[src/core/sac_defs.svh]
`ifndef SAC_DEFS_SVH
`define SAC_DEFS_SVH

// -----------------------------------------------------------------
// Register byte offsets
// -----------------------------------------------------------------
`define SAC_OFF_CTRL     12'h000
`define SAC_OFF_CHAN     12'h004
`define SAC_OFF_PINCFG   12'h008
`define SAC_OFF_STATUS   12'h00c
`define SAC_OFF_RESULT   12'h010

// -----------------------------------------------------------------
// Control register fields
// -----------------------------------------------------------------
`define SAC_CTRL_RES_LO  0
`define SAC_CTRL_RES_HI  1
`define SAC_CTRL_PINB_LO 4
`define SAC_CTRL_PINB_HI 6
`define SAC_CTRL_DIV_LO  8
`define SAC_CTRL_DIV_HI  9
`define SAC_CTRL_SHW_LO  10
`define SAC_CTRL_SHW_HI  11
`define SAC_CTRL_EN      12
`define SAC_CTRL_START   13
`define SAC_CTRL_IE      14
`define SAC_CTRL_GIE     15

// Channel register fields
`define SAC_CHAN_SEL_LO  0
`define SAC_CHAN_SEL_HI  3
`define SAC_CHAN_GATE    4

// Status register fields
`define SAC_STAT_DONE    0
`define SAC_STAT_IRQF    1
`define SAC_STAT_BUSY    2

// -----------------------------------------------------------------
// Reset values and counts
// -----------------------------------------------------------------
`define SAC_CTRL_RST     16'h0000
`define SAC_PINA_RST     8'h00
`define SAC_EXTRA_CLKS   4'h2
`define SAC_CLK_MHZ      25
`define SAC_BIAS_US      256
`define SAC_BIAS_CYC     (`SAC_BIAS_US * `SAC_CLK_MHZ)

`endif

[src/core/sac_pkg.sv]
package sac_pkg;

  typedef struct packed {
    logic [1:0] res;
    logic [1:0] div;
    logic [1:0] shw;
    logic       en;
    logic [3:0] chan;
    logic       gate;
  } sac_cfg_t;

  typedef struct packed {
    logic        sample;
    logic        step;
    logic        latch;
    logic [11:0] pads;
  } sac_ana_t;

  typedef enum logic [3:0] {
    SAC_IDLE   = 4'b0001,
    SAC_SAMPLE = 4'b0010,
    SAC_CONV   = 4'b0100,
    SAC_FINISH = 4'b1000
  } sac_state_t;

endpackage

[src/core/sac_ctrl.sv]
// Operation
// - No input connected unless gate is set
// - Channel code picks pad or quarter supply
// - Pin config bits map to A0-7, B0-2
// - Config bit 1 makes pad analog only
// - Bit decisions step on conversion clock
// - Divider codes give /16, /8, /1, /2
// - Sample window 1, 2, 4, 8 periods
// - Resolution codes 8, 10, 12 bits
// - Time is window plus bits plus two
// - Writing start begins one conversion
// - Done reads 0 during conversion
// - Done sets at end, interrupt available
// - Interrupt flag stays until written 0
// - Flag reads set only when enabled
// - Request needs both interrupt enables
//
// Register access over APB and the address map were chosen for this implementation.
`timescale 1ns/1ps
`default_nettype none
`include "sac_defs.svh"

module sac_ctrl (
  input  wire logic        i_clock,
  input  wire logic        i_rst,
  input  wire logic        i_psel,
  input  wire logic        i_penable,
  input  wire logic        i_pwrite,
  input  wire logic [11:0] i_paddr,
  input  wire logic [31:0] i_pwdata,
  input  wire logic        i_comp,
  output logic [31:0]      o_prdata,
  output logic             o_pready,
  output logic             o_pslverr,
  output logic [11:0]      o_chan_onehot,
  output logic             o_quarter_sel,
  output logic [11:0]      o_pad_analog,
  output logic             o_sample,
  output logic             o_bit_step,
  output logic [11:0]      o_dac_code,
  output logic             o_irq
);

  logic [15:0]          ctrl_q;
  logic [7:0]           pina_q;
  logic [4:0]           chan_q;
  logic                 done_q;
  logic                 irqf_q;
  logic [11:0]          result_q;
  logic [11:0]          sar_q;
  logic [3:0]           bit_q;
  logic [3:0]           shcnt_q;
  sac_pkg::sac_state_t  state_q;
  sac_pkg::sac_cfg_t    cfg;
  logic                 tick;
  logic                 wr;
  logic                 rd_en;
  logic                 start_req;
  logic                 eoc;
  logic [3:0]           nbits;
  logic [3:0]           shlast;
  logic [11:0]          trial;

  // -----------------------------------------------------------------
  // Decoding helpers
  // -----------------------------------------------------------------
  function automatic logic [3:0] bits_of(input logic [1:0] res);
    if (res[1]) begin
      bits_of = 4'hc;
    end else if (res[0]) begin
      bits_of = 4'ha;
    end else begin
      bits_of = 4'h8;
    end
  endfunction

  function automatic logic [3:0] win_last(input logic [1:0] shw);
    unique case (shw)
      2'b00: win_last = 4'h0;
      2'b01: win_last = 4'h1;
      2'b10: win_last = 4'h3;
      2'b11: win_last = 4'h7;
    endcase
  endfunction

  always_comb begin
    cfg.res  = ctrl_q[`SAC_CTRL_RES_HI:`SAC_CTRL_RES_LO];
    cfg.div  = ctrl_q[`SAC_CTRL_DIV_HI:`SAC_CTRL_DIV_LO];
    cfg.shw  = ctrl_q[`SAC_CTRL_SHW_HI:`SAC_CTRL_SHW_LO];
    cfg.en   = ctrl_q[`SAC_CTRL_EN];
    cfg.chan = chan_q[`SAC_CHAN_SEL_HI:`SAC_CHAN_SEL_LO];
    cfg.gate = chan_q[`SAC_CHAN_GATE];
  end

  assign nbits  = bits_of(cfg.res);
  assign shlast = win_last(cfg.shw);

  // -----------------------------------------------------------------
  // APB slave
  // -----------------------------------------------------------------
  // Answers in the first access cycle; outputs are registered off the
  // setup phase, so no wait state is needed.
  assign wr    = i_psel && i_penable && i_pwrite && o_pready;
  assign rd_en = i_psel && !i_penable && !i_pwrite;

  always_ff @(posedge i_clock) begin
    if (i_rst) begin
      o_pready <= 1'b0;
    end else begin
      o_pready <= i_psel && !i_penable;
    end
  end

  always_ff @(posedge i_clock) begin
    if (i_rst) begin
      o_pslverr <= 1'b0;
    end else if (i_psel && !i_penable) begin
      o_pslverr <= !(i_paddr inside {`SAC_OFF_CTRL, `SAC_OFF_CHAN,
                     `SAC_OFF_PINCFG, `SAC_OFF_STATUS, `SAC_OFF_RESULT});
    end else begin
      o_pslverr <= 1'b0;
    end
  end

  always_ff @(posedge i_clock) begin
    if (i_rst) begin
      o_prdata <= 32'h0000_0000;
    end else if (rd_en) begin
      unique case (i_paddr)
        `SAC_OFF_CTRL:   o_prdata <= {16'h0000, ctrl_q};
        `SAC_OFF_CHAN:   o_prdata <= {27'h0000000, chan_q};
        `SAC_OFF_PINCFG: o_prdata <= {24'h000000, pina_q};
        `SAC_OFF_STATUS: o_prdata <= {29'h00000000,
                                      state_q != sac_pkg::SAC_IDLE,
                                      irqf_q && ctrl_q[`SAC_CTRL_IE],
                                      done_q};
        `SAC_OFF_RESULT: o_prdata <= {20'h00000, result_q};
        default:         o_prdata <= 32'h0000_0000;
      endcase
    end else begin
      o_prdata <= 32'h0000_0000;
    end
  end

  // -----------------------------------------------------------------
  // Configuration registers
  // -----------------------------------------------------------------
  // Start is ignored while disabled and clears when the run begins
  assign start_req = ctrl_q[`SAC_CTRL_START] && cfg.en;

  always_ff @(posedge i_clock) begin
    if (i_rst) begin
      ctrl_q <= `SAC_CTRL_RST;
    end else if (wr && i_paddr == `SAC_OFF_CTRL) begin
      ctrl_q <= i_pwdata[15:0];
      ctrl_q[`SAC_CTRL_START] <= i_pwdata[`SAC_CTRL_START]
                                 && i_pwdata[`SAC_CTRL_EN];
    end else if (start_req && state_q == sac_pkg::SAC_IDLE) begin
      ctrl_q[`SAC_CTRL_START] <= 1'b0;
    end else if (!cfg.en) begin
      ctrl_q[`SAC_CTRL_START] <= 1'b0;
    end
  end

  always_ff @(posedge i_clock) begin
    if (i_rst) begin
      chan_q <= 5'h00;
    end else if (wr && i_paddr == `SAC_OFF_CHAN) begin
      chan_q <= i_pwdata[4:0];
    end
  end

  always_ff @(posedge i_clock) begin
    if (i_rst) begin
      pina_q <= `SAC_PINA_RST;
    end else if (wr && i_paddr == `SAC_OFF_PINCFG) begin
      pina_q <= i_pwdata[7:0];
    end
  end

  // -----------------------------------------------------------------
  // Pad and channel routing
  // -----------------------------------------------------------------
  always_ff @(posedge i_clock) begin
    if (i_rst) begin
      o_pad_analog <= 12'h000;
    end else begin
      o_pad_analog <= {1'b0,
                       ctrl_q[`SAC_CTRL_PINB_HI:`SAC_CTRL_PINB_LO],
                       pina_q};
    end
  end

  always_ff @(posedge i_clock) begin
    if (i_rst) begin
      o_chan_onehot <= 12'h000;
      o_quarter_sel <= 1'b0;
    end else if (!cfg.gate) begin
      o_chan_onehot <= 12'h000;
      o_quarter_sel <= 1'b0;
    end else begin
      o_quarter_sel <= cfg.chan == 4'hb;
      o_chan_onehot <= (cfg.chan <= 4'ha) ? 12'h001 << cfg.chan
                                          : 12'h000;
    end
  end

  // -----------------------------------------------------------------
  // Conversion sequencer
  // -----------------------------------------------------------------
  sac_clkdiv u_div (
    .i_clock (i_clock),
    .i_rst   (i_rst),
    .i_run   (state_q != sac_pkg::SAC_IDLE),
    .i_div   (cfg.div),
    .o_tick  (tick)
  );

  // Window, then one period per bit, then two settling periods
  assign eoc = state_q == sac_pkg::SAC_FINISH && tick
               && bit_q == 4'h1;

  always_ff @(posedge i_clock) begin
    if (i_rst || !cfg.en) begin
      state_q <= sac_pkg::SAC_IDLE;
      shcnt_q <= 4'h0;
      bit_q   <= 4'h0;
      sar_q   <= 12'h000;
    end else begin
      unique case (state_q)
        sac_pkg::SAC_IDLE: begin
          if (start_req) begin
            state_q <= sac_pkg::SAC_SAMPLE;
            shcnt_q <= 4'h0;
            sar_q   <= 12'h000;
          end
        end
        sac_pkg::SAC_SAMPLE: begin
          if (tick) begin
            if (shcnt_q == shlast) begin
              state_q <= sac_pkg::SAC_CONV;
              bit_q   <= nbits;
            end else begin
              shcnt_q <= shcnt_q + 4'h1;
            end
          end
        end
        sac_pkg::SAC_CONV: begin
          if (tick) begin
            sar_q[4'hb - (nbits - bit_q)] <= i_comp;
            if (bit_q == 4'h1) begin
              state_q <= sac_pkg::SAC_FINISH;
              bit_q   <= `SAC_EXTRA_CLKS;
            end else begin
              bit_q <= bit_q - 4'h1;
            end
          end
        end
        sac_pkg::SAC_FINISH: begin
          if (tick) begin
            if (bit_q == 4'h1) begin
              state_q <= sac_pkg::SAC_IDLE;
            end else begin
              bit_q <= bit_q - 4'h1;
            end
          end
        end
      endcase
    end
  end

  // Trial code: decided bits plus the bit under test. It is built one
  // decision ahead so that an undivided clock still sees a settled code.
  assign trial = 12'h800 >> (nbits - bit_q);

  always_ff @(posedge i_clock) begin
    if (i_rst) begin
      o_dac_code <= 12'h000;
    end else if (state_q == sac_pkg::SAC_SAMPLE) begin
      o_dac_code <= 12'h800;
    end else if (state_q == sac_pkg::SAC_CONV) begin
      if (tick) begin
        o_dac_code <= sar_q | (i_comp ? trial : 12'h000)
                      | ((bit_q == 4'h1) ? 12'h000 : trial >> 1);
      end
    end else begin
      o_dac_code <= sar_q;
    end
  end

  always_ff @(posedge i_clock) begin
    if (i_rst) begin
      o_sample   <= 1'b0;
      o_bit_step <= 1'b0;
    end else begin
      o_sample   <= state_q == sac_pkg::SAC_SAMPLE;
      o_bit_step <= state_q == sac_pkg::SAC_CONV && tick;
    end
  end

  // -----------------------------------------------------------------
  // Done, result and interrupt flag
  // -----------------------------------------------------------------
  always_ff @(posedge i_clock) begin
    if (i_rst) begin
      done_q <= 1'b0;
    end else if (eoc) begin
      done_q <= 1'b1;
    end else if (start_req && state_q == sac_pkg::SAC_IDLE) begin
      done_q <= 1'b0;
    end
  end

  always_ff @(posedge i_clock) begin
    if (i_rst) begin
      result_q <= 12'h000;
    end else if (eoc) begin
      result_q <= sar_q;
    end
  end

  // Event wins over a software clear in the same cycle
  always_ff @(posedge i_clock) begin
    if (i_rst) begin
      irqf_q <= 1'b0;
    end else if (eoc) begin
      irqf_q <= 1'b1;
    end else if (wr && i_paddr == `SAC_OFF_STATUS
                 && !i_pwdata[`SAC_STAT_IRQF]) begin
      irqf_q <= 1'b0;
    end
  end

  always_ff @(posedge i_clock) begin
    if (i_rst) begin
      o_irq <= 1'b0;
    end else begin
      o_irq <= irqf_q && ctrl_q[`SAC_CTRL_IE]
               && ctrl_q[`SAC_CTRL_GIE];
    end
  end

endmodule

`default_nettype wire

[src/core/sac_clkdiv.sv]
`timescale 1ns/1ps
`default_nettype none

module sac_clkdiv (
  input  wire logic       i_clock,
  input  wire logic       i_rst,
  input  wire logic       i_run,
  input  wire logic [1:0] i_div,
  output logic            o_tick
);

  logic [3:0] cnt_q;
  logic [3:0] last;

  // -----------------------------------------------------------------
  // Divider ratio
  // -----------------------------------------------------------------
  always_comb begin
    unique case (i_div)
      2'b00: last = 4'hf;
      2'b01: last = 4'h7;
      2'b10: last = 4'h0;
      2'b11: last = 4'h1;
    endcase
  end

  // Restarts with each conversion so the first period is a full one
  always_ff @(posedge i_clock) begin
    if (i_rst || !i_run || cnt_q >= last) begin
      cnt_q <= 4'h0;
    end else begin
      cnt_q <= cnt_q + 4'h1;
    end
  end

  assign o_tick = i_run && (cnt_q >= last);

endmodule

`default_nettype wire

[config.mk]
export PLATFORM = sky130hd
export DESIGN_NAME = sac_ctrl
export DESIGN_NICKNAME = d
export VERILOG_FILES = /design/src/core/sac_pkg.sv /design/src/core/sac_ctrl.sv /design/src/core/sac_clkdiv.sv
export VERILOG_INCLUDE_DIRS = /design/src /design/src/core
export SDC_FILE = /design/constraint.sdc
export NUM_CORES = 1
export LEC_CHECK = 0
export ABC_AREA = 0
export ABC_CLOCK_PERIOD_IN_PS = 5840
export BUFFER_PORTS_ARGS = -buffer_cell sky130_fd_sc_hd__buf_2
export CAP_MARGIN = 20
export CORE_UTILIZATION = 55
export CTS_BUF_LIST = sky130_fd_sc_hd__clkbuf_8
export DETAILED_ROUTE_END_ITERATION = 10
export PLACE_DENSITY = 0.9
export SYNTH_ARGS = -nofsm -noshare
export SYNTH_HDL_FRONTEND = slang
export SYNTH_HIERARCHICAL = 1
export SYNTH_SLANG_ARGS = --single-unit
[constraint.sdc]
create_clock -name i_clock -period 5.84 [get_ports i_clock]
set_clock_uncertainty 0.05 [all_clocks]
set_input_delay 0.876 -clock i_clock [delete_from_list [all_inputs] [get_ports i_clock]]
set_output_delay 0.876 -clock i_clock [all_outputs]
set_load 0.02 [all_outputs]
# Word-level counts from Yosys, hierarchy flattened
# Cells that the tools add are included.
dict set report totals {
  regBits 145
  latchBits 0
  ramBits 0
  mem_bits_ro 0
  in_bits 50
  output_inout_bits 74
  n_memories 0
}
dict set report op_classes {
  addsub 5
  mul 0
  n_div 0
  magnitude_cmp 4
  n_eq_ne 29
  shift 2
  muxes 42
  n_bitwise 6
  n_reduce_logical 47
}
# op count
set ops {}
lappend ops {{case mux 16 bit (5 select lines)} 1}
lappend ops {{2-to-1 mux 12 bit} 6}
lappend ops {{2-to-1 mux 4 bit} 16}
lappend ops {{case mux 4 bit (4 select lines)} 3}
lappend ops {{equality test 12 x 4 -> 1 bit, second input constant} 2}
lappend ops {{case mux 12 bit (2 select lines)} 1}
lappend ops {{logical AND 1 bit} 20}
lappend ops {{inequality test 2 bit, second input constant} 8}
lappend ops {{bitwise mux 12 bit} 1}
lappend ops {{equality test 12 x 3 -> 1 bit, second input constant} 1}
lappend ops {{equality test 12 x 5 -> 1 bit, second input constant} 1}
lappend ops {{logical NOT 12 bit} 1}
lappend ops {{bitwise OR 12 x 11 -> 12 bit} 1}
lappend ops {{bitwise OR 12 bit} 1}
lappend ops {{case mux 4 bit (3 select lines)} 1}
lappend ops {{left shift 1 x 4 -> 12 bit, first input constant} 1}
lappend ops {{>> shifter 12 x 4 -> 12 bit, first input constant} 1}
lappend ops {{2-to-1 mux 11 bit} 1}
lappend ops {{adder 4 x 1 -> 4 bit, second input constant} 2}
lappend ops {{equality test 2 bit, second input constant} 4}
lappend ops {{equality test 4 x 1 -> 1 bit, second input constant} 2}
lappend ops {{equality test 4 bit, second input constant} 2}
lappend ops {{2-to-1 mux 1 bit} 8}
lappend ops {{case mux 4 bit (2 select lines)} 1}
lappend ops {{other kinds (31)} 49}

# Logic depth before layout (Yosys ltp)
dict set report logic_depth {
  word_depth 11
  ltp_mapped 10
  depth_no_buf 9
}

# Hierarchy
# Netlist, hierarchy kept.
# mod instances cells_each area_each_um2 seq_area_each_um2
set by_module_without_submodules {}
lappend by_module_without_submodules {sac_ctrl 1 611 5435.2 2482.4}
lappend by_module_without_submodules {sac_clkdiv 1 26 252.7 80.1}

# Least setup slack after synthesis
# Ideal clock, no wire load.
dict set report synth_timing {
  path_type {register -> register}
  start {register ctrl_q[9]}
  end {register o_dac_code[2]}
  setup_ps 120
  arrival_ps 2266
  t_required_ps 5670
  setup_slack_ps 3404
  stages_incl_launch_ff 11
  n_path_buf 2
  period_less_slack_ps 2436
  path_cell_list {dfxtp_1 or2_2 ha_1 o211ai_1 o21ai_2 and2_2 clkbuf_1 clkbuf_1 nand2_1 a211oi_1 nor2_1}
}
dict set report synth_via {
  elab_chain_cells 5
  word_cells_on_any_way 8
}
# element line_no
set synth_rtl {}
lappend synth_rtl {{from (decl)} sac_ctrl.sv:44} ;# logic [15:0] ctrl_q;
lappend synth_rtl {{from (signal assigned)} sac_ctrl.sv:153} ;# ctrl_q <= `SAC_CTRL_RST;
lappend synth_rtl {{from (signal assigned)} sac_ctrl.sv:155} ;# ctrl_q <= i_pwdata[15:0];
lappend synth_rtl {{from (signal, indexed assignment)} sac_ctrl.sv:156} ;# ctrl_q[`SAC_CTRL_START] <= i_pwdata[`SAC_CTRL_START]
lappend synth_rtl {{equality test 2 bit (tied with other cells)} sac_clkdiv.sv:19} ;# unique case (i_div)
lappend synth_rtl {{case mux 4 bit (4 select lines) *} sac_clkdiv.sv:19}
lappend synth_rtl {{>= comparator 4 bit *} sac_clkdiv.sv:36} ;# assign o_tick = i_run && (cnt_q >= last);
lappend synth_rtl {{logical AND 1 bit *} sac_clkdiv.sv:36}
lappend synth_rtl {{via tick} sac_ctrl.sv:55} ;# logic tick;
lappend synth_rtl {{inequality test 2 bit (no line) *} --}
lappend synth_rtl {{to (signal assigned)} sac_ctrl.sv:283} ;# o_dac_code <= sar_q | (i_comp ? trial : 12'h000)
lappend synth_rtl {{to (signal assigned)} sac_ctrl.sv:287} ;# o_dac_code <= sar_q;
lappend synth_rtl {{to (decl)} sac_ctrl.sv:40} ;# output logic [11:0] o_dac_code,
# The timed path passes the listed nets; every way through them passes the cells marked *.
# A chain may end at the register's enable or synchronous reset.

# Worst setup path after layout
dict set report layout_timing {
  start {register ctrl_q[9]}
  end {register sar_q[0]}
}
dict set report layout_via {
  elab_chain_cells 6
  word_cells_on_any_way 9
}
# element line_no
set layout_rtl {}
lappend layout_rtl {{equality test 2 bit (tied with other cells)} sac_clkdiv.sv:19}
lappend layout_rtl {{case mux 4 bit (4 select lines) *} sac_clkdiv.sv:19}
lappend layout_rtl {{>= comparator 4 bit *} sac_clkdiv.sv:36}
lappend layout_rtl {{logical AND 1 bit *} sac_clkdiv.sv:36}
lappend layout_rtl {{via tick} sac_ctrl.sv:55}
lappend layout_rtl {{inequality test 2 bit (no line) *} --}
lappend layout_rtl {{AND reduction 3 bit (no line) *} --}
lappend layout_rtl {{to (signal, indexed assignment)} sac_ctrl.sv:250} ;# sar_q[4'hb - (nbits - bit_q)] <= i_comp;
lappend layout_rtl {{to (decl)} sac_ctrl.sv:50} ;# logic [11:0] sar_q;
# Marks and branches as above.

==> results.md <==
* Status: complete, no violations
* Reg2reg start: ctrl_q[9]$_SDFFE_PP0P_
* Crit path max-delay family: simple AND/OR/NAND/NOR gates
* Vias in the first global route at 4,663
* Slew @ Worst Pin at 0.8928 ns
* Vias post-DR at 4,962
* CTS buffer count at 17
* Fmax at 0.2990 GHz
* Global Route Usage Sum at 0.2615
* Port Buffers at 90
* Sum Neg Setup Slack at 0 ns
* R2r endpoint: sar_q[0]$_SDFFE_PP0P_
* Clock transition at path regs at 0.08 ns
* Die Ht at 103.7 µm
* Final Max Tran Viols at 0
* Max-slew headroom at 0.4048
* Post-route ant nets at 0
* Cells after synthesis at 637
* Hold Crit Class: reg -> reg
* Req. time, crit path at 6.15 ns
* Iter 0 DRT Violations at 465
* Initial antenna violation count at 0
* Register share of total power at 0.489
* Cell count after placement at 829
* Worst-skew pair later-pin latency at 0.44 ns
* Die area at 10,750 µm²
* # DRC at 0
* Final Critical Period at 3.344 ns
* Largest net degree at the start of global routing at 66
* CTS Root Buffer Type: clkbuf_8
* Reg-to-reg slack, setup at 2.50 ns
* Setup CP Type: reg -> reg
* Core ar. at 9910 µm²
* Final GP Congestion at 0.8840
* Synth Warn # at 6
* Comb power frac at 0.029
* EDFF count, synth at 0
* Layout fillers at 776
* Hold EP: result_q[1]$_SDFFE_PP0P_
* Hold path start: result_q[1]$_SDFFE_PP0P_
* Final wirelength at 13,790 µm
* Hold_buf cts at 0
* Final HPWL DP at 9487 µm
* Post-Syn Area at 5688 µm²
* CP endpoint kind: register
* Multi-input gate area at 2856 µm²
* Non-filler instance count after layout at 861
* DR WL/cell at 16.02 µm
* Number of max-cap violations at 0
* PwrDens at 272.3 nW/µm²
* Clk pwr share at 0.483
* Chip width at 103.7 µm
* Worst path max stage delay at 0.64 ns
* Post-CTS Resized at 0
* Period utilization at 0.5726
* Final hold violations at 0
* Synthesis-stage register bit count at 128
* Final nets at 775
* Final Setup Violations at 0
* Synth-to-layout area growth at 15.44%
* Gr ovfl total at 0
* Top_reg_cell synth: dfxtp_1
* Clock sink total at 128
* RSZ-0062 raised after global routing: false
* Switching power at 0.0003808 W
* Htree depth at 4
* Starting density of the core at 0.5740
* Crit path launch type: register
* Switching Share at 0.2129
* Distinct cells, synth at 66
* First-pass iteration count of the detailed router at 6
* Synth Area per Inst at 8.929 µm²
* Crit-path cells: or2_2, ha_1, o211ai_1, o21ai_2, and2_2, nand2_1, nor2_1, a22oi_1, a21oi_1
* Post-CTS Setup Inserts at 0
* Io pins at 124
* Async S/R FF share, synth at 0
* Largest cells by area after synthesis: dfxtp_1 45%, mux2i_1 7.7%, nor2_1 5.9%, a21oi_1 4.1%, nand2_1 3.1%
* First-pass GRT wire length at 22,760 µm
* Worst setup startpoint: ctrl_q[9]$_SDFFE_PP0P_
* Synth area leader: dfxtp_1
* Layout cell share with drive strength beyond 1 at 0.1964
* Sequential fraction of the synthesis area at 0.4505
* Buf+Inv Stages, Crit Path at 0
* Num rows at 36
* Internal Power at 0.001407 W
* Static Leak at 2.653 nW
* R2R cell count at 9
* Number of antenna diodes at 0
* Register Area at 2562 µm²
* Crit-path slowest cell: and2_2
* Vias per cell at 5.763
* Maximum vdd drop at 0.0001462 V
* Post-route cell area at 6566 µm²
* TritonCTS clock tree: built
* Worst Path Max Fanout at 35
* Clock Path Buffers at 2
* Post-synth top area share at 0.4505
* Placed cell area at 6107 µm²
* Hold path depth at 2
* CP arrival at 3.65 ns
per-layer routing:
| metal | vias up | track usage | wire length [µm] |
|---|---|---|---|
| li1 | 2366 | - | - |
| met1 | 2299 | 0.3303 | 5865 |
| met2 | 252 | 0.4233 | 6503 |
| met3 | 45 | 0.06104 | 995 |
| met4 | 0 | 0.1214 | 427 |
| met5 | - | 0 | 0 |
state kept, by name, indices dropped and copies added, names as in the netlist, 5 cells and up:
name	flops
o_chan_onehot	12
pina_q	8
sar_q	12
o_prdata	16
o_dac_code	12
result_q	12
ctrl_q	16
o_pad_analog	11
chan_q	5
power by group through the flow:
stage | clock network, W | logic [W] | registers, W
floorplan | 0 | 0.0000390 | 0.000895
global placement | 0 | 0.0000495 | 0.000894
detailed placement | 0 | 0.0000505 | 0.000894
CTS | 0.000869 | 0.0000508 | 0.000874
global route | 0.000920 | 0.0000551 | 0.000873
finish | 0.000863 | 0.0000516 | 0.000874
cell type report:
type | count | area share
Clock buffer | 22 | 0.04611
Clock inverter | 10 | 0.02382
Inverter | 13 | 0.007431
Multi-Input combinational cell | 462 | 0.4350
Sequential cell | 128 | 0.3902
Tap cell | 133 | 0.02534
Timing Repair Buffer | 93 | 0.07203
synthesized netlist by cell type, drive strengths merged (5+ instances only):
library cell	n
dfxtp	128
nor2	90
a21oi	47
nand2	47
mux2i	44
buf	32
nand3	21
o21ai	21
nor3	20
clkbuf	19
nor2b	19
nand2b	14
inv	13
ha	10
nor4	10
and2	7
a211oi	6
nor3b	6
nand4	5
nor4b	5
xnor2	5
worst max-delay path by stage:
stage	cells after the start	end	slack, ns
2_1_floorplan	10	o_dac_code[2]$_SDFFE_PP0N_	3.40
6_report	9	sar_q[0]$_SDFFE_PP0P_	2.50
5_1_grt	9	sar_q[0]$_SDFFE_PP0P_	2.32
4_1_cts	9	sar_q[0]$_SDFFE_PP0P_	2.66
3_5_place_dp	9	sar_q[0]$_SDFFE_PP0P_	2.68
3_3_place_gp	9	sar_q[0]$_SDFFE_PP0P_	2.78
cells by family (layout without fill, tap and decap cells):
family | count (synthesis) | count (layout) | synth area share
XOR/XNOR | 8 | 8 | 0.01232
multiplexers | 45 | 45 | 0.07941
AO/OA/AOI/OAI | 117 | 117 | 0.1318
other | 1 | 18 | 0.0006593
flip-flops | 128 | 128 | 0.4505
buffers and inverters | 64 | 138 | 0.06005
AND/OR/NAND/NOR | 264 | 264 | 0.2433
adder cells (fa/ha/maj) | 10 | 10 | 0.02200
layout by cell type, fill, tap and decap left out, types with 4 or more instances in the layout:
| cell | Yosys | routed |
|---|---|---|
| nor3b_1 | 5 | 5 |
| nand4_1 | 5 | 5 |
| buf_2 | 6 | 90 |
| nand2b_1 | 14 | 14 |
| a211oi_1 | 5 | 5 |
| o211ai_1 | 4 | 4 |
| nand2_1 | 47 | 47 |
| o41ai_1 | 4 | 4 |
| bufinv_16 | 0 | 4 |
| a22oi_1 | 4 | 4 |
| nor4b_4 | 3 | 4 |
| nor2b_1 | 19 | 19 |
| conb_1 | 1 | 18 |
| a21oi_1 | 47 | 47 |
| a31oi_1 | 4 | 4 |
| nor3_1 | 20 | 20 |
| inv_1 | 13 | 14 |
| mux2i_1 | 44 | 44 |
| dfxtp_1 | 128 | 128 |
| nand3_1 | 21 | 21 |
| and2_1 | 6 | 6 |
| nor2_1 | 89 | 89 |
| o21ai_0 | 18 | 18 |
| nor4_1 | 8 | 8 |
| ha_1 | 10 | 10 |
| clkbuf_8 | 0 | 22 |
| xnor2_1 | 5 | 5 |
per-stage QoR:
step | total power (W) | hold WS, ns | setup slack (ns) | util
after detailed placement | 0.0009441 | 0.3989 | 2.678 | 0.6163
after CTS | 0.001793 | 0.4087 | 2.662 | 0.6626
after global routing | 0.001848 | 0.4223 | 2.322 | 0.6626
after global placement | 0.0009431 | 0.3916 | 2.778 | 0.6163
after floorplan | 0.0009338 | 0.3802 | 3.404 | -
final | 0.001788 | 0.4065 | 2.496 | 0.6626
worst reg2reg max path, stage by stage (launching register included):
cell and delay [ns]:
dfxtp_1 0.36, or2_2 0.31, ha_1 0.31, o211ai_1 0.12, o21ai_2 0.23, and2_2 0.64
nand2_1 0.37, nor2_1 0.54, a22oi_1 0.15, a21oi_1 0.19
No activity file was read; power rests on OpenSTA's default activity.
